[src/hdl/blpm_cfg.svh]
`ifndef BLPM_CFG_SVH
`define BLPM_CFG_SVH

// ----------------------------------------------------------------------
// Configuration offsets
// ----------------------------------------------------------------------
`define BLPM_OFS_HDR_TYPE   12'h00C
`define BLPM_OFS_PM_CAP     12'h048
`define BLPM_OFS_PM_CSR     12'h04C
`define BLPM_OFS_EXP_CAP    12'h070
`define BLPM_OFS_DEV_CAP    12'h074
`define BLPM_OFS_DEV_CTL    12'h078
`define BLPM_OFS_LNK_CAP    12'h07C
`define BLPM_OFS_LNK_CTL    12'h080

// ----------------------------------------------------------------------
// Fixed field values
// ----------------------------------------------------------------------
`define BLPM_HDR_TYPE_1     8'h01
`define BLPM_PM_CAPABILITY_HEADER      8'h01
`define BLPM_PM_NEXT_PTR    8'h50
`define BLPM_EXP_CAP_ID     8'h10
`define BLPM_EXP_NEXT_PTR   8'h00

// ----------------------------------------------------------------------
// Field positions
// ----------------------------------------------------------------------
`define BLPM_PMCSR_PME_EN   8
`define BLPM_PMCSR_PME_STS  15
`define BLPM_PM_BRIDGE_SUPPORT_EXT_LSB  22
`define BLPM_DEVSTS_TXPEND  21
`define BLPM_LCAP_ASPM_LSB  10
`define BLPM_LCAP_L0S_LSB   12
`define BLPM_LCAP_L1_LSB    15
`define BLPM_LCTL_CC_LSB    6
`define BLPM_LSTS_STATE_LSB 16

// ----------------------------------------------------------------------
// Reset values and timing
// ----------------------------------------------------------------------
`define BLPM_RST_WORD       32'h0000_0000
`define BLPM_CLK_NS         50
`define BLPM_IDLE_MIN_NS    7000
`define BLPM_IDLE_CYC       ((`BLPM_IDLE_MIN_NS + `BLPM_CLK_NS - 1) / `BLPM_CLK_NS)
`define BLPM_EXIT_NS        1000
`define BLPM_EXIT_CYC       ((`BLPM_EXIT_NS + `BLPM_CLK_NS - 1) / `BLPM_CLK_NS)

`endif

[src/hdl/blpm_pkg.sv]
package blpm_pkg;

   typedef enum logic [1:0] {
      D0 = 2'h0,
      D1 = 2'h1,
      D2 = 2'h2,
      D3 = 2'h3
   } blpm_dstate_e;

   typedef enum logic [2:0] {
      ST_L0   = 3'h0,
      ST_L0S  = 3'h1,
      ST_L1   = 3'h2,
      ST_L23  = 3'h3,
      ST_EXIT = 3'h4
   } blpm_link_e;

   typedef struct packed {
      logic        wr;
      logic        rd;
      logic [11:0] addr;
      logic [3:0]  be;
      logic [31:0] wdata;
   } blpm_cfg_req_s;

endpackage : blpm_pkg

[src/hdl/blpm_top.sv]
// Functional notes
// Low D-state write starts link L1/L2L3 transition
// Secondary clock runs only in D0/L0
// Reference clock may stop only in D3/L2L3
// Idle entry needs no pending, minimum idle
// Selection field limits L0s, L1 or both; with both selected the code only enters L0s autonomously, never L1
// Link capabilities report L0s and L1 latencies
// PM capability at 48h, express at 70h
// Sticky bits cleared by global or power-on only
// Second class survives hot reset only
// Remaining bits cleared by any reset
// Type 1 bridge header programming model
// Pending traffic wakes link, clocks restart first
`timescale 1ns/1ps
`default_nettype none
`include "blpm_cfg.svh"

module blpm_top
   import blpm_pkg::*;
#(
   parameter logic [2:0]  L0S_EXIT_LAT = 3'h1,
   parameter logic [2:0]  L1_EXIT_LAT  = 3'h2,
   parameter logic [15:0] PM_CAPS      = 16'h0003,
   parameter logic [15:0] EXP_CAPS     = 16'h0071,
   parameter logic [31:0] DEV_CAPS     = 32'h0000_0000,
   parameter logic [1:0]  BSE_VALUE    = 2'h0
) (
   input  wire logic          core_clk,
   input  wire logic          resetn,
   input  wire logic          global_reset_in_n,
   input  wire logic          fundamental_reset_in_n,
   input  wire logic          link_hot_reset,
   input  wire blpm_cfg_req_s cfg_req,
   output logic [31:0]        cfg_rdata,
   output logic               cfg_rvalid,
   input  wire logic          tx_pending,
   input  wire logic          tx_idle,
   input  wire logic          pme_event,
   output blpm_link_e         link_state,
   output logic               sec_clk_en,
   output logic               fwd_ok,
   output logic               link_reference_clock_in_stop_ok
);

   // ----------------------------------------------------------------------
   // Reset release
   // ----------------------------------------------------------------------
   logic rst_meta;
   logic rst_n;

   always_ff @(posedge core_clk or negedge resetn) begin
      if (!resetn) begin
         rst_meta <= 1'b0;
         rst_n    <= 1'b0;
      end else begin
         rst_meta <= 1'b1;
         rst_n    <= rst_meta;
      end
   end

   // Reset classes, widest to narrowest
   wire clr_sticky = !global_reset_in_n;
   wire clr_fund   = clr_sticky || !fundamental_reset_in_n;
   wire clr_hot    = clr_fund || link_hot_reset;

   function automatic logic [31:0] be_mask(input logic [3:0] be);
      be_mask = {{8{be[3]}}, {8{be[2]}}, {8{be[1]}}, {8{be[0]}}};
   endfunction : be_mask

   // ----------------------------------------------------------------------
   // Decode
   // ----------------------------------------------------------------------
   wire [31:0] wmask    = be_mask(cfg_req.be);
   wire        wr_pmcsr = cfg_req.wr && cfg_req.addr == `BLPM_OFS_PM_CSR;
   wire        wr_devct = cfg_req.wr && cfg_req.addr == `BLPM_OFS_DEV_CTL;
   wire        wr_lnkct = cfg_req.wr && cfg_req.addr == `BLPM_OFS_LNK_CTL;

   blpm_dstate_e d_state;
   logic         pme_en;
   logic         pme_sts;
   logic [14:0]  dev_ctl;
   logic [1:0]   aspm_sel;
   logic [1:0]   lnk_cc;

   wire [1:0]  pm_wr_state = cfg_req.wdata[1:0];
   wire        pme_sts_w1c = wr_pmcsr && wmask[`BLPM_PMCSR_PME_STS] && cfg_req.wdata[`BLPM_PMCSR_PME_STS];

   // ----------------------------------------------------------------------
   // Sticky class
   // ----------------------------------------------------------------------
   always_ff @(posedge core_clk or negedge rst_n) begin
      if (!rst_n) begin
         pme_en  <= 1'b0;
         pme_sts <= 1'b0;
      end else if (clr_sticky) begin
         pme_en  <= 1'b0;
         pme_sts <= 1'b0;
      end else begin
         pme_en  <= (wr_pmcsr && wmask[`BLPM_PMCSR_PME_EN]) ? cfg_req.wdata[`BLPM_PMCSR_PME_EN] : pme_en;
         // A new event beats a clear in the same cycle
         pme_sts <= pme_event || (pme_sts && !pme_sts_w1c);
      end
   end

   // ----------------------------------------------------------------------
   // Fundamental class
   // ----------------------------------------------------------------------
   always_ff @(posedge core_clk or negedge rst_n) begin
      if (!rst_n) begin
         lnk_cc <= 2'h0;
      end else if (clr_fund) begin
         lnk_cc <= 2'h0;
      end else if (wr_lnkct && cfg_req.be[0]) begin
         lnk_cc <= cfg_req.wdata[`BLPM_LCTL_CC_LSB +: 2];
      end
   end

   // ----------------------------------------------------------------------
   // Hot reset class
   // ----------------------------------------------------------------------
   always_ff @(posedge core_clk or negedge rst_n) begin
      if (!rst_n) begin
         d_state  <= D0;
         dev_ctl  <= 15'h0000;
         aspm_sel <= 2'h0;
      end else if (clr_hot) begin
         d_state  <= D0;
         dev_ctl  <= 15'h0000;
         aspm_sel <= 2'h0;
      end else begin
         d_state  <= (wr_pmcsr && cfg_req.be[0]) ? blpm_dstate_e'(pm_wr_state) : d_state;
         dev_ctl  <= wr_devct ? ((cfg_req.wdata[14:0] & wmask[14:0]) | (dev_ctl & ~wmask[14:0])) : dev_ctl;
         aspm_sel <= (wr_lnkct && cfg_req.be[0]) ? cfg_req.wdata[1:0] : aspm_sel;
      end
   end

   // ----------------------------------------------------------------------
   // Link power state machine
   // ----------------------------------------------------------------------
   blpm_lpm #(
      .IDLE_CYC (`BLPM_IDLE_CYC),
      .EXIT_CYC (`BLPM_EXIT_CYC)
   ) u_lpm (
      .core_clk   (core_clk),
      .rst_n      (rst_n),
      .clr        (clr_hot),
      .d_state    (d_state),
      .aspm_sel   (aspm_sel),
      .tx_pending (tx_pending),
      .tx_idle    (tx_idle),
      .link_state (link_state),
      .sec_clk_en (sec_clk_en),
      .fwd_ok     (fwd_ok)
   );

   // The system keeps the reference clock up unless both D3 and L2/L3 hold
   assign link_reference_clock_in_stop_ok = (d_state == D3) && (link_state == ST_L23);

   // ----------------------------------------------------------------------
   // Read words
   // ----------------------------------------------------------------------
   wire [31:0] rd_hdr   = {8'h00, `BLPM_HDR_TYPE_1, 16'h0000};
   wire [31:0] rd_pmcap = {PM_CAPS, `BLPM_PM_NEXT_PTR, `BLPM_PM_CAPABILITY_HEADER};
   wire [31:0] rd_pmcsr = {8'h00, BSE_VALUE, 6'h00, pme_sts, 6'h00, pme_en, 6'h00, d_state};
   wire [31:0] rd_expcp = {EXP_CAPS, `BLPM_EXP_NEXT_PTR, `BLPM_EXP_CAP_ID};
   wire [31:0] rd_devct = {10'h000, tx_pending, 6'h00, dev_ctl}; // Status bit 21: traffic pending
   wire [31:0] rd_lnkcp = {14'h0000, L1_EXIT_LAT, L0S_EXIT_LAT, 2'h3, 10'h000};
   wire [31:0] rd_lnkct = {13'h0000, link_state, 8'h00, lnk_cc, 4'h0, aspm_sel};

   // Unmapped offsets read as zero so software walking the space sees no capability
   wire [31:0] rd_word =
      (cfg_req.addr == `BLPM_OFS_HDR_TYPE) ? rd_hdr   :
      (cfg_req.addr == `BLPM_OFS_PM_CAP)   ? rd_pmcap :
      (cfg_req.addr == `BLPM_OFS_PM_CSR)   ? rd_pmcsr :
      (cfg_req.addr == `BLPM_OFS_EXP_CAP)  ? rd_expcp :
      (cfg_req.addr == `BLPM_OFS_DEV_CAP)  ? DEV_CAPS :
      (cfg_req.addr == `BLPM_OFS_DEV_CTL)  ? rd_devct :
      (cfg_req.addr == `BLPM_OFS_LNK_CAP)  ? rd_lnkcp :
      (cfg_req.addr == `BLPM_OFS_LNK_CTL)  ? rd_lnkct : `BLPM_RST_WORD;

   always_ff @(posedge core_clk or negedge rst_n) begin
      if (!rst_n) begin
         cfg_rdata  <= `BLPM_RST_WORD;
         cfg_rvalid <= 1'b0;
      end else begin
         cfg_rdata  <= cfg_req.rd ? rd_word : cfg_rdata;
         cfg_rvalid <= cfg_req.rd;
      end
   end
endmodule : blpm_top

`default_nettype wire

[src/hdl/blpm_lpm.sv]
`timescale 1ns/1ps
`default_nettype none
`include "blpm_cfg.svh"

module blpm_lpm
   import blpm_pkg::*;
#(
   parameter int IDLE_CYC = `BLPM_IDLE_CYC,
   parameter int EXIT_CYC = `BLPM_EXIT_CYC
) (
   input  wire logic         core_clk,
   input  wire logic         rst_n,
   input  wire logic         clr,
   input  wire blpm_dstate_e d_state,
   input  wire logic [1:0]   aspm_sel,
   input  wire logic         tx_pending,
   input  wire logic         tx_idle,
   output blpm_link_e        link_state,
   output logic              sec_clk_en,
   output logic              fwd_ok
);

   blpm_link_e  next_link_state;
   logic [15:0] idle_cnt;
   logic [15:0] exit_cnt;
   logic        by_sw;
   wire         idle_now = !tx_pending && tx_idle;
   // A saturated count alone is stale once traffic appears, so entry also needs idle now
   wire         idle_ok  = idle_now && (idle_cnt >= 16'(IDLE_CYC));
   wire         low_d    = d_state != D0;
   wire         exit_done = exit_cnt >= 16'(EXIT_CYC - 1);
   wire         sw_target_l23 = d_state == D3;

   // ----------------------------------------------------------------------
   // Link power state machine
   // ----------------------------------------------------------------------
   always_comb begin
      next_link_state = link_state;
      unique case (link_state)
         ST_L0: begin
            if (low_d)
               next_link_state = sw_target_l23 ? ST_L23 : ST_L1;
            else if (idle_ok && aspm_sel == 2'h2)
               next_link_state = ST_L1;
            else if (idle_ok && aspm_sel[0])
               next_link_state = ST_L0S;
         end
         ST_L0S: begin
            if (low_d)
               next_link_state = sw_target_l23 ? ST_L23 : ST_L1;
            else if (tx_pending || !aspm_sel[0])
               next_link_state = ST_EXIT;
         end
         ST_L1: begin
            if (sw_target_l23)
               next_link_state = ST_L23;
            else if (!low_d && (by_sw || tx_pending || !aspm_sel[1]))
               next_link_state = ST_EXIT;
         end
         ST_L23: begin
            if (!low_d)
               next_link_state = ST_EXIT;
         end
         ST_EXIT: begin
            if (exit_done)
               next_link_state = ST_L0;
         end
         default: next_link_state = ST_L0;
      endcase
   end

   always_ff @(posedge core_clk or negedge rst_n) begin
      if (!rst_n) begin
         link_state <= ST_L0;
         idle_cnt   <= 16'h0000;
         exit_cnt   <= 16'h0000;
         by_sw      <= 1'b0;
         fwd_ok     <= 1'b0;
      end else if (clr) begin
         link_state <= ST_L0;
         idle_cnt   <= 16'h0000;
         exit_cnt   <= 16'h0000;
         by_sw      <= 1'b0;
         fwd_ok     <= 1'b0;
      end else begin
         link_state <= next_link_state;
         idle_cnt   <= (link_state == ST_L0 && idle_now && !idle_ok) ? idle_cnt + 16'h0001 :
                       (link_state == ST_L0 && idle_now) ? idle_cnt : 16'h0000;
         exit_cnt   <= (link_state == ST_EXIT) ? exit_cnt + 16'h0001 : 16'h0000;
         by_sw      <= (link_state == ST_L0 || link_state == ST_L0S) ? low_d : by_sw;
         fwd_ok     <= sec_clk_en;
      end
   end

   // Clock to the bridge function only in D0 with the link in L0
   assign sec_clk_en = (link_state == ST_L0) && !low_d;
endmodule : blpm_lpm

`default_nettype wire

[config.mk]
export PLATFORM = sky130hd
export DESIGN_NAME = blpm_top
export DESIGN_NICKNAME = d
export VERILOG_FILES = /design/src/hdl/blpm_pkg.sv /design/src/hdl/blpm_top.sv /design/src/hdl/blpm_lpm.sv
export VERILOG_INCLUDE_DIRS = /design/src /design/src/hdl
export SDC_FILE = /design/constraint.sdc
export NUM_CORES = 1
export LEC_CHECK = 0
export ABC_AREA = 1
export CAP_MARGIN = 20
export CORE_MARGIN = 2
export CORE_UTILIZATION = 63
export DETAILED_ROUTE_END_ITERATION = 16
export DONT_BUFFER_PORTS = 1
export PLACE_DENSITY = 0.81
export SLEW_MARGIN = 20
export SYNTH_ARGS = -nofsm -noshare
export SYNTH_HDL_FRONTEND = slang
export SYNTH_HIERARCHICAL = 1
export SYNTH_SLANG_ARGS = --single-unit
[constraint.sdc]
create_clock -name core_clk -period 2.9 [get_ports core_clk]
set_input_delay 0 -clock core_clk [delete_from_list [all_inputs] [get_ports core_clk]]
set_output_delay 0 -clock core_clk [all_outputs]
set_load 0.1 [all_outputs]
; ---- Yosys cells after proc, flatten, opt, wreduce, memory -nomap -nowiden
; Index checks and enable logic that the tools add are counted.
[op_classes]
add_sub_neg = 2
order_cmp = 2
n_eq_ne = 21
n_mux = 39
bitwise = 4
n_reduce_logical = 40
[op_table]
columns = op, n
row1 = 23-bit two-way mux, 4
row2 = 16-bit two-way mux, 5
row3 = 12-bit by 7-bit == test with 1-bit output (second input constant), 6
row4 = 22-bit two-way mux, 2
row5 = 19-bit two-way mux, 2
row6 = 16-bit by 1-bit adder with 16-bit output (second input constant), 2
row7 = 15-bit bitwise AND, 2
row8 = 15-bit two-way mux, 2
row9 = 3-bit two-way mux, 10
row10 = 1-bit logical AND, 17
row11 = 16-bit by 5-bit >= comparator with 1-bit output (second input constant), 1
row12 = 16-bit by 8-bit >= comparator with 1-bit output (second input constant), 1
row13 = 15-bit NOT, 1
row14 = 15-bit bitwise OR, 1
row15 = 3-bit case mux with 5 select lines, 1
row16 = 12-bit by 4-bit == test with 1-bit output (second input constant), 1
row17 = 12-bit by 8-bit == test with 1-bit output (second input constant), 1
row18 = 2-bit two-way mux, 6
row19 = 2-bit nonzero test, 6
row20 = 1-bit logical NOT, 8
row21 = 4-bit by 2-bit inequality test with 1-bit output (second input constant), 2
row22 = 1-bit logical OR, 7
row23 = 1-bit two-way mux, 7
row24 = 3-bit by 2-bit == test with 1-bit output (second input constant), 2
row25 = other kinds (9), 11
[totals]
reg_bits = 95
out_inout_bits = 39
wordCells = 123

; ---- Depth between registers and ports, before layout
[logic_depth]
ltp_word = 9
ltp_mapped = 11
mapped_depth_nobuf = 11

; ---- Hierarchy
; The synthesis kept the hierarchy.
[by_module_without_submodules]
columns = mod, n_inst, cells_per_inst, area_each_um2, seq_area_each_um2
row1 = blpm_top, 1, 323, 2527.4, 1176.1
row2 = blpm_lpm, 1, 240, 1894.3, 925.9

; ---- Worst setup path before layout
; OpenSTA, ideal clock, no wires.
[synth_timing]
path_type = reg2out
start = register u_lpm.link_state[0]
end = output port link_reference_clock_in_stop_ok
arrival_time_ns = 3.228
required_time_ns = 2.900
path_slack_ns = -0.328
path_stages_with_launch = 3
n_path_buf = 0
path_cell_list = dfrtp_1 > nand3_1 > nor3_1
[synth_via]
elab_chain_cells = 2
[synth_lines]
columns = element, line
row1 = start: declaration, blpm_lpm.sv:18  ; output blpm_link_e link_state,
row2 = start signal: assignment, blpm_lpm.sv:86  ; link_state <= next_link_state;
row3 = 3-bit by 2-bit == test with 1-bit output, blpm_top.sv:157  ; assign link_reference_clock_in_stop_ok = (d_state == D3) && (link_state == ST_L23);
row4 = 1-bit logical AND, blpm_top.sv:157
row5 = end: declaration, blpm_top.sv:42  ; output logic link_reference_clock_in_stop_ok
; No other way between the ends.

; ---- Final worst setup path
[layout_timing]
start = input port global_reset_in_n
end = register aspm_sel[1]
[layout_via]
elab_chain_cells = 4
[layout_lines]
columns = element, line
row1 = start: declaration, blpm_top.sv:30  ; input wire logic global_reset_in_n,
row2 = 1-bit logical NOT (*), blpm_top.sv:62  ; wire clr_sticky = !global_reset_in_n;
row3 = 1-bit logical OR (*), blpm_top.sv:63  ; wire clr_fund = clr_sticky || !fundamental_reset_in_n;
row4 = 1-bit logical OR (*), blpm_top.sv:64  ; wire clr_hot = clr_fund || link_hot_reset;
row5 = net clr_hot, blpm_top.sv:64
row6 = 2-bit two-way mux or 2-bit nonzero test (tied branches), --
row7 = end signal: assignment, blpm_top.sv:133  ; aspm_sel <= (wr_lnkct && cfg_req.be[0]) ? cfg_req.wdata[1:0] : aspm_sel;
row8 = end: declaration, blpm_top.sv:82  ; logic [1:0] aspm_sel;
; The timed path passes the listed nets; every way through them passes the cells marked *.
; A chain may end at the register's enable or synchronous reset.

==> results.tsv <==
stage	metric	value	unit
synthesis	synth_edf_count	0	
routing	first_iter_violations	466	
place	hpwlAfterDp	6470	um
timing	slew_viol_final	0	
global_routing	grt_max_degree	83	
setup_path	critPathSlowestCell	dlygate4sd3_1	
routing	drt_pass1_iterations	5	
timing	finalSetupViolCount	0	
min_path	hold_path.class	in -> reg	
global_routing	grt_first_pass_wirelength	17500	um
setup_path	critPathTopFamily	buffers and inverters	
global_routing	first_global_vias	3731	
power	p_leak	2.45	nW
setup_path	path_buf_inv	5	
routing	drc	0	
final_layout	multi_input_area	1910	um2
setup_path	end_kind	register	
die	start_util	0.651	
final_layout	fillers	464	
power	power_density	454	nW/um2
timing	tightest_slew	0.927	ns
synthesis	synth.avg_cell_area	7.85	um2
setup_path	cp_data_required_time	3.19	ns
die	pin_count	97	
setup_path	cp_max_fo	19	
clocking	clkTransAtPathRegs	0.09	ns
place	dp_slack	1.10	ns
timing	fin_crit	2.53	ns
timing	rsz0062_at_grt	no	
place	gp_congestion	1.02	
clocking	post_cts_buffers	0	
routing	drtAntennaViolNets	0	
flow_run	max-cap-violations	0	
synthesis	syn_area	4420	um2
synthesis	yosysSeqAreaShare	0.475	
routing	num_vias	3975	
timing	fin_crit_sh	0.872	
routing	viasPerCell	5.54	
global_routing	antenna_found_initial	0	
global_routing	overflow	0	
clocking	clk_latency	0.36	ns
synthesis	synth_seq_cells	84	
synthesis	postSynthCellCount	563	
final_layout	finalNetCount	677	
synthesis	synth_area_leaders	dfrtp_1 (48%), nand2_1 (11%), inv_1 (6.5%), o21ai_0 (5.5%), nand3_1 (5.3%)	
setup_path	start_kind	input port	
clocking	clock-root-buffer	clkbuf_8	
clocking	cts_made_buffers	9	
setup_path	path_cells	dlygate4sd3_1 > nand2_1 > nor2_4 > buf_4 > inv_1 > nor2_1 > nand2_1 > dlygate4sd3_1 > nand2_1 > dlygate4sd3_1	
run_status	status	completed	
die	rows	30	
final_layout	regArea	2110	um2
routing	drt-wirelength-per-cell	14.6	um
timing	setup_ws	0.372	ns
timing	worst_clock_skew	0.0128	ns
timing	slew_headroom	0.382	
setup_path	slowest_delay	0.66	ns
final_layout	areaGrowthSynthToFinish	17.1	%
die	die_h	87.8	um
setup_path	cp_data_arrival_time	2.82	ns
clocking	clk_path_buf_depth	2	
die	die-area	7700	um2
timing	setup_tns	0	ns
die	fp.dieW	87.8	um
routing	wl	10400	um
final_layout	diodes	0	
global_routing	track_usage	0.289	
synthesis	yosysTopAreaCell	dfrtp_1	
final_layout	drive_gt1_frac	0.116	
timing	finalHoldViolations	0	
setup_path	crit_type	in -> reg	
timing	max_freq	396	MHz
clocking	cts_tree	built	
place	port_buffers	0	
power	peakVddDrop	0.318	mV
synthesis	ys.flop_type	dfrtp_1	
clocking	cts.sinks	84	
die	core_area	6790	um2
synthesis	synth_cell_types	42	
synthesis	async_flop_share	1.00	
clocking	htree_levels	3	
synthesis	synth_top_area_share	0.475	
synthesis	synth_warnings	6	
[routing by layer]
layer / track usage / vias to the layer above / share of wire
li1: - / 1904 / -
met1: 0.412 / 1854 / 0.44
met2: 0.440 / 183 / 0.46
met3: 0.0631 / 34 / 0.071
met4: 0.103 / 0 / 0.030
met5: 0 / - / 0
[state kept, by name (all words and copies together), names as in the netlist, 2 cells and up]
signal            flops
cfg_rdata            21
dev_ctl              15
u_lpm/exit_cnt       16
lnk_cc                2
aspm_sel              2
d_state               2
u_lpm/link_state      3
u_lpm/idle_cnt       16
[metrics by stage]
| stage | instances | cell area (um2) | total power [mW] | hold slack, ns | utilization |
|---|---|---|---|---|---|
| CTS | 716 | 5160 | 2.35 | 0.000462 | 0.759 |
| floorplan | 572 | 4460 | 1.41 | -0.296 | - |
| detailed placement | 664 | 4580 | 1.42 | -0.296 | 0.674 |
| global route | 717 | 5180 | 2.44 | 0.0415 | 0.762 |
| finish | 717 | 5180 | 2.35 | 0.0149 | 0.762 |
| global placement | 664 | 4580 | 1.41 | -0.296 | 0.674 |
[area by class of cell]
| class | instances | share of cell area |
|---|---|---|
| clock inverter | 6 | 0.0172 |
| clock buffer | 10 | 0.0246 |
| timing repair buffer | 55 | 0.0995 |
| sequential | 84 | 0.407 |
| tap | 96 | 0.0232 |
| multi-input combinational | 384 | 0.369 |
| inverter | 82 | 0.0594 |
[tightest hold or removal path, cell delays in order]
cell     delay (ns)
nand2_1        0.10
inv_1          0.09
nand3_1        0.09
nand2_1        0.05
[cells in the mapped netlist (2+ instances only)]
library cell	instances
nor2_4	4
nand3_2	10
dfrtp_1	84
o22ai_1	2
nand4_1	6
ha_1	3
o21ai_0	49
nor3_1	15
o21ai_2	5
conb_1	2
o2111ai_1	2
nor2_1	54
inv_2	4
nand2_1	127
o21a_1	2
nand3_1	47
o31ai_1	6
a21oi_1	21
buf_4	11
nor2_2	4
clkbuf_1	5
inv_1	77
buf_2	3
nor3_2	2
[final timing paths]
kind	cells past startpoint	end	start	slack (ns)
setup / recovery	10	aspm_sel[1]$_DFFE_PN0P_	global_reset_in_n	0.37
hold / removal	4	d_state[1]$_DFFE_PN0P_	cfg_req[49]	0.01
setup reg to reg	6	u_lpm/link_state[2]$_DFFE_PN0P_	u_lpm/link_state[0]$_DFFE_PN0P_	1.05
hold reg to reg	0	lnk_cc[0]$_DFFE_PN0P_	rst_n$_DFF_PN0_	0.33
max in group asynchronous	1	u_lpm/exit_cnt[9]$_DFF_PN0_	rst_n$_DFF_PN0_	1.94
min in group asynchronous	0	lnk_cc[0]$_DFFE_PN0P_	rst_n$_DFF_PN0_	0.33
[logic make-up after synthesis]
| logic type | synth area share |
|---|---|
| buf+inv | 0.103 |
| xor+xnor | 0.00198 |
| simple gates | 0.291 |
| other cells | 0.00170 |
| compound gates | 0.116 |
| flops | 0.475 |
| fa+ha+maj | 0.00849 |
| mux | 0.00255 |
[power by group]
group	total, mW	leakage (nW)	internal [mW]	switching [mW]
Clock	0.906	0.102	0.485	0.421
Sequential	1.22	1.16	1.18	0.0382
Combinational	0.221	1.19	0.0564	0.164
[cells in the final DEF, fill, tap and decap left out, types with 2 or more instances in the layout]
cell type	n
nand2_1	127
dfrtp_1	82
inv_1	77
nor2_1	53
o21ai_0	49
nand3_1	47
dlygate4sd3_1	36
a21oi_1	21
buf_4	18
nor3_1	14
conb_1	11
nand3_2	10
clkbuf_8	9
nand4_1	6
o31ai_1	6
o21ai_2	5
nor2_2	5
nor2_4	4
inv_2	4
ha_1	3
o22ai_1	2
o2111ai_1	2
bufinv_16	2
clkinvlp_4	2
nor3_2	2
o21a_1	2
[what timing repair did]
item	in CTS	in global routing
hold buffers	36	0
hold endpoints to repair	41	0
gates resized for setup	0	0
Note: power is estimated with default switching activity, not from simulation.
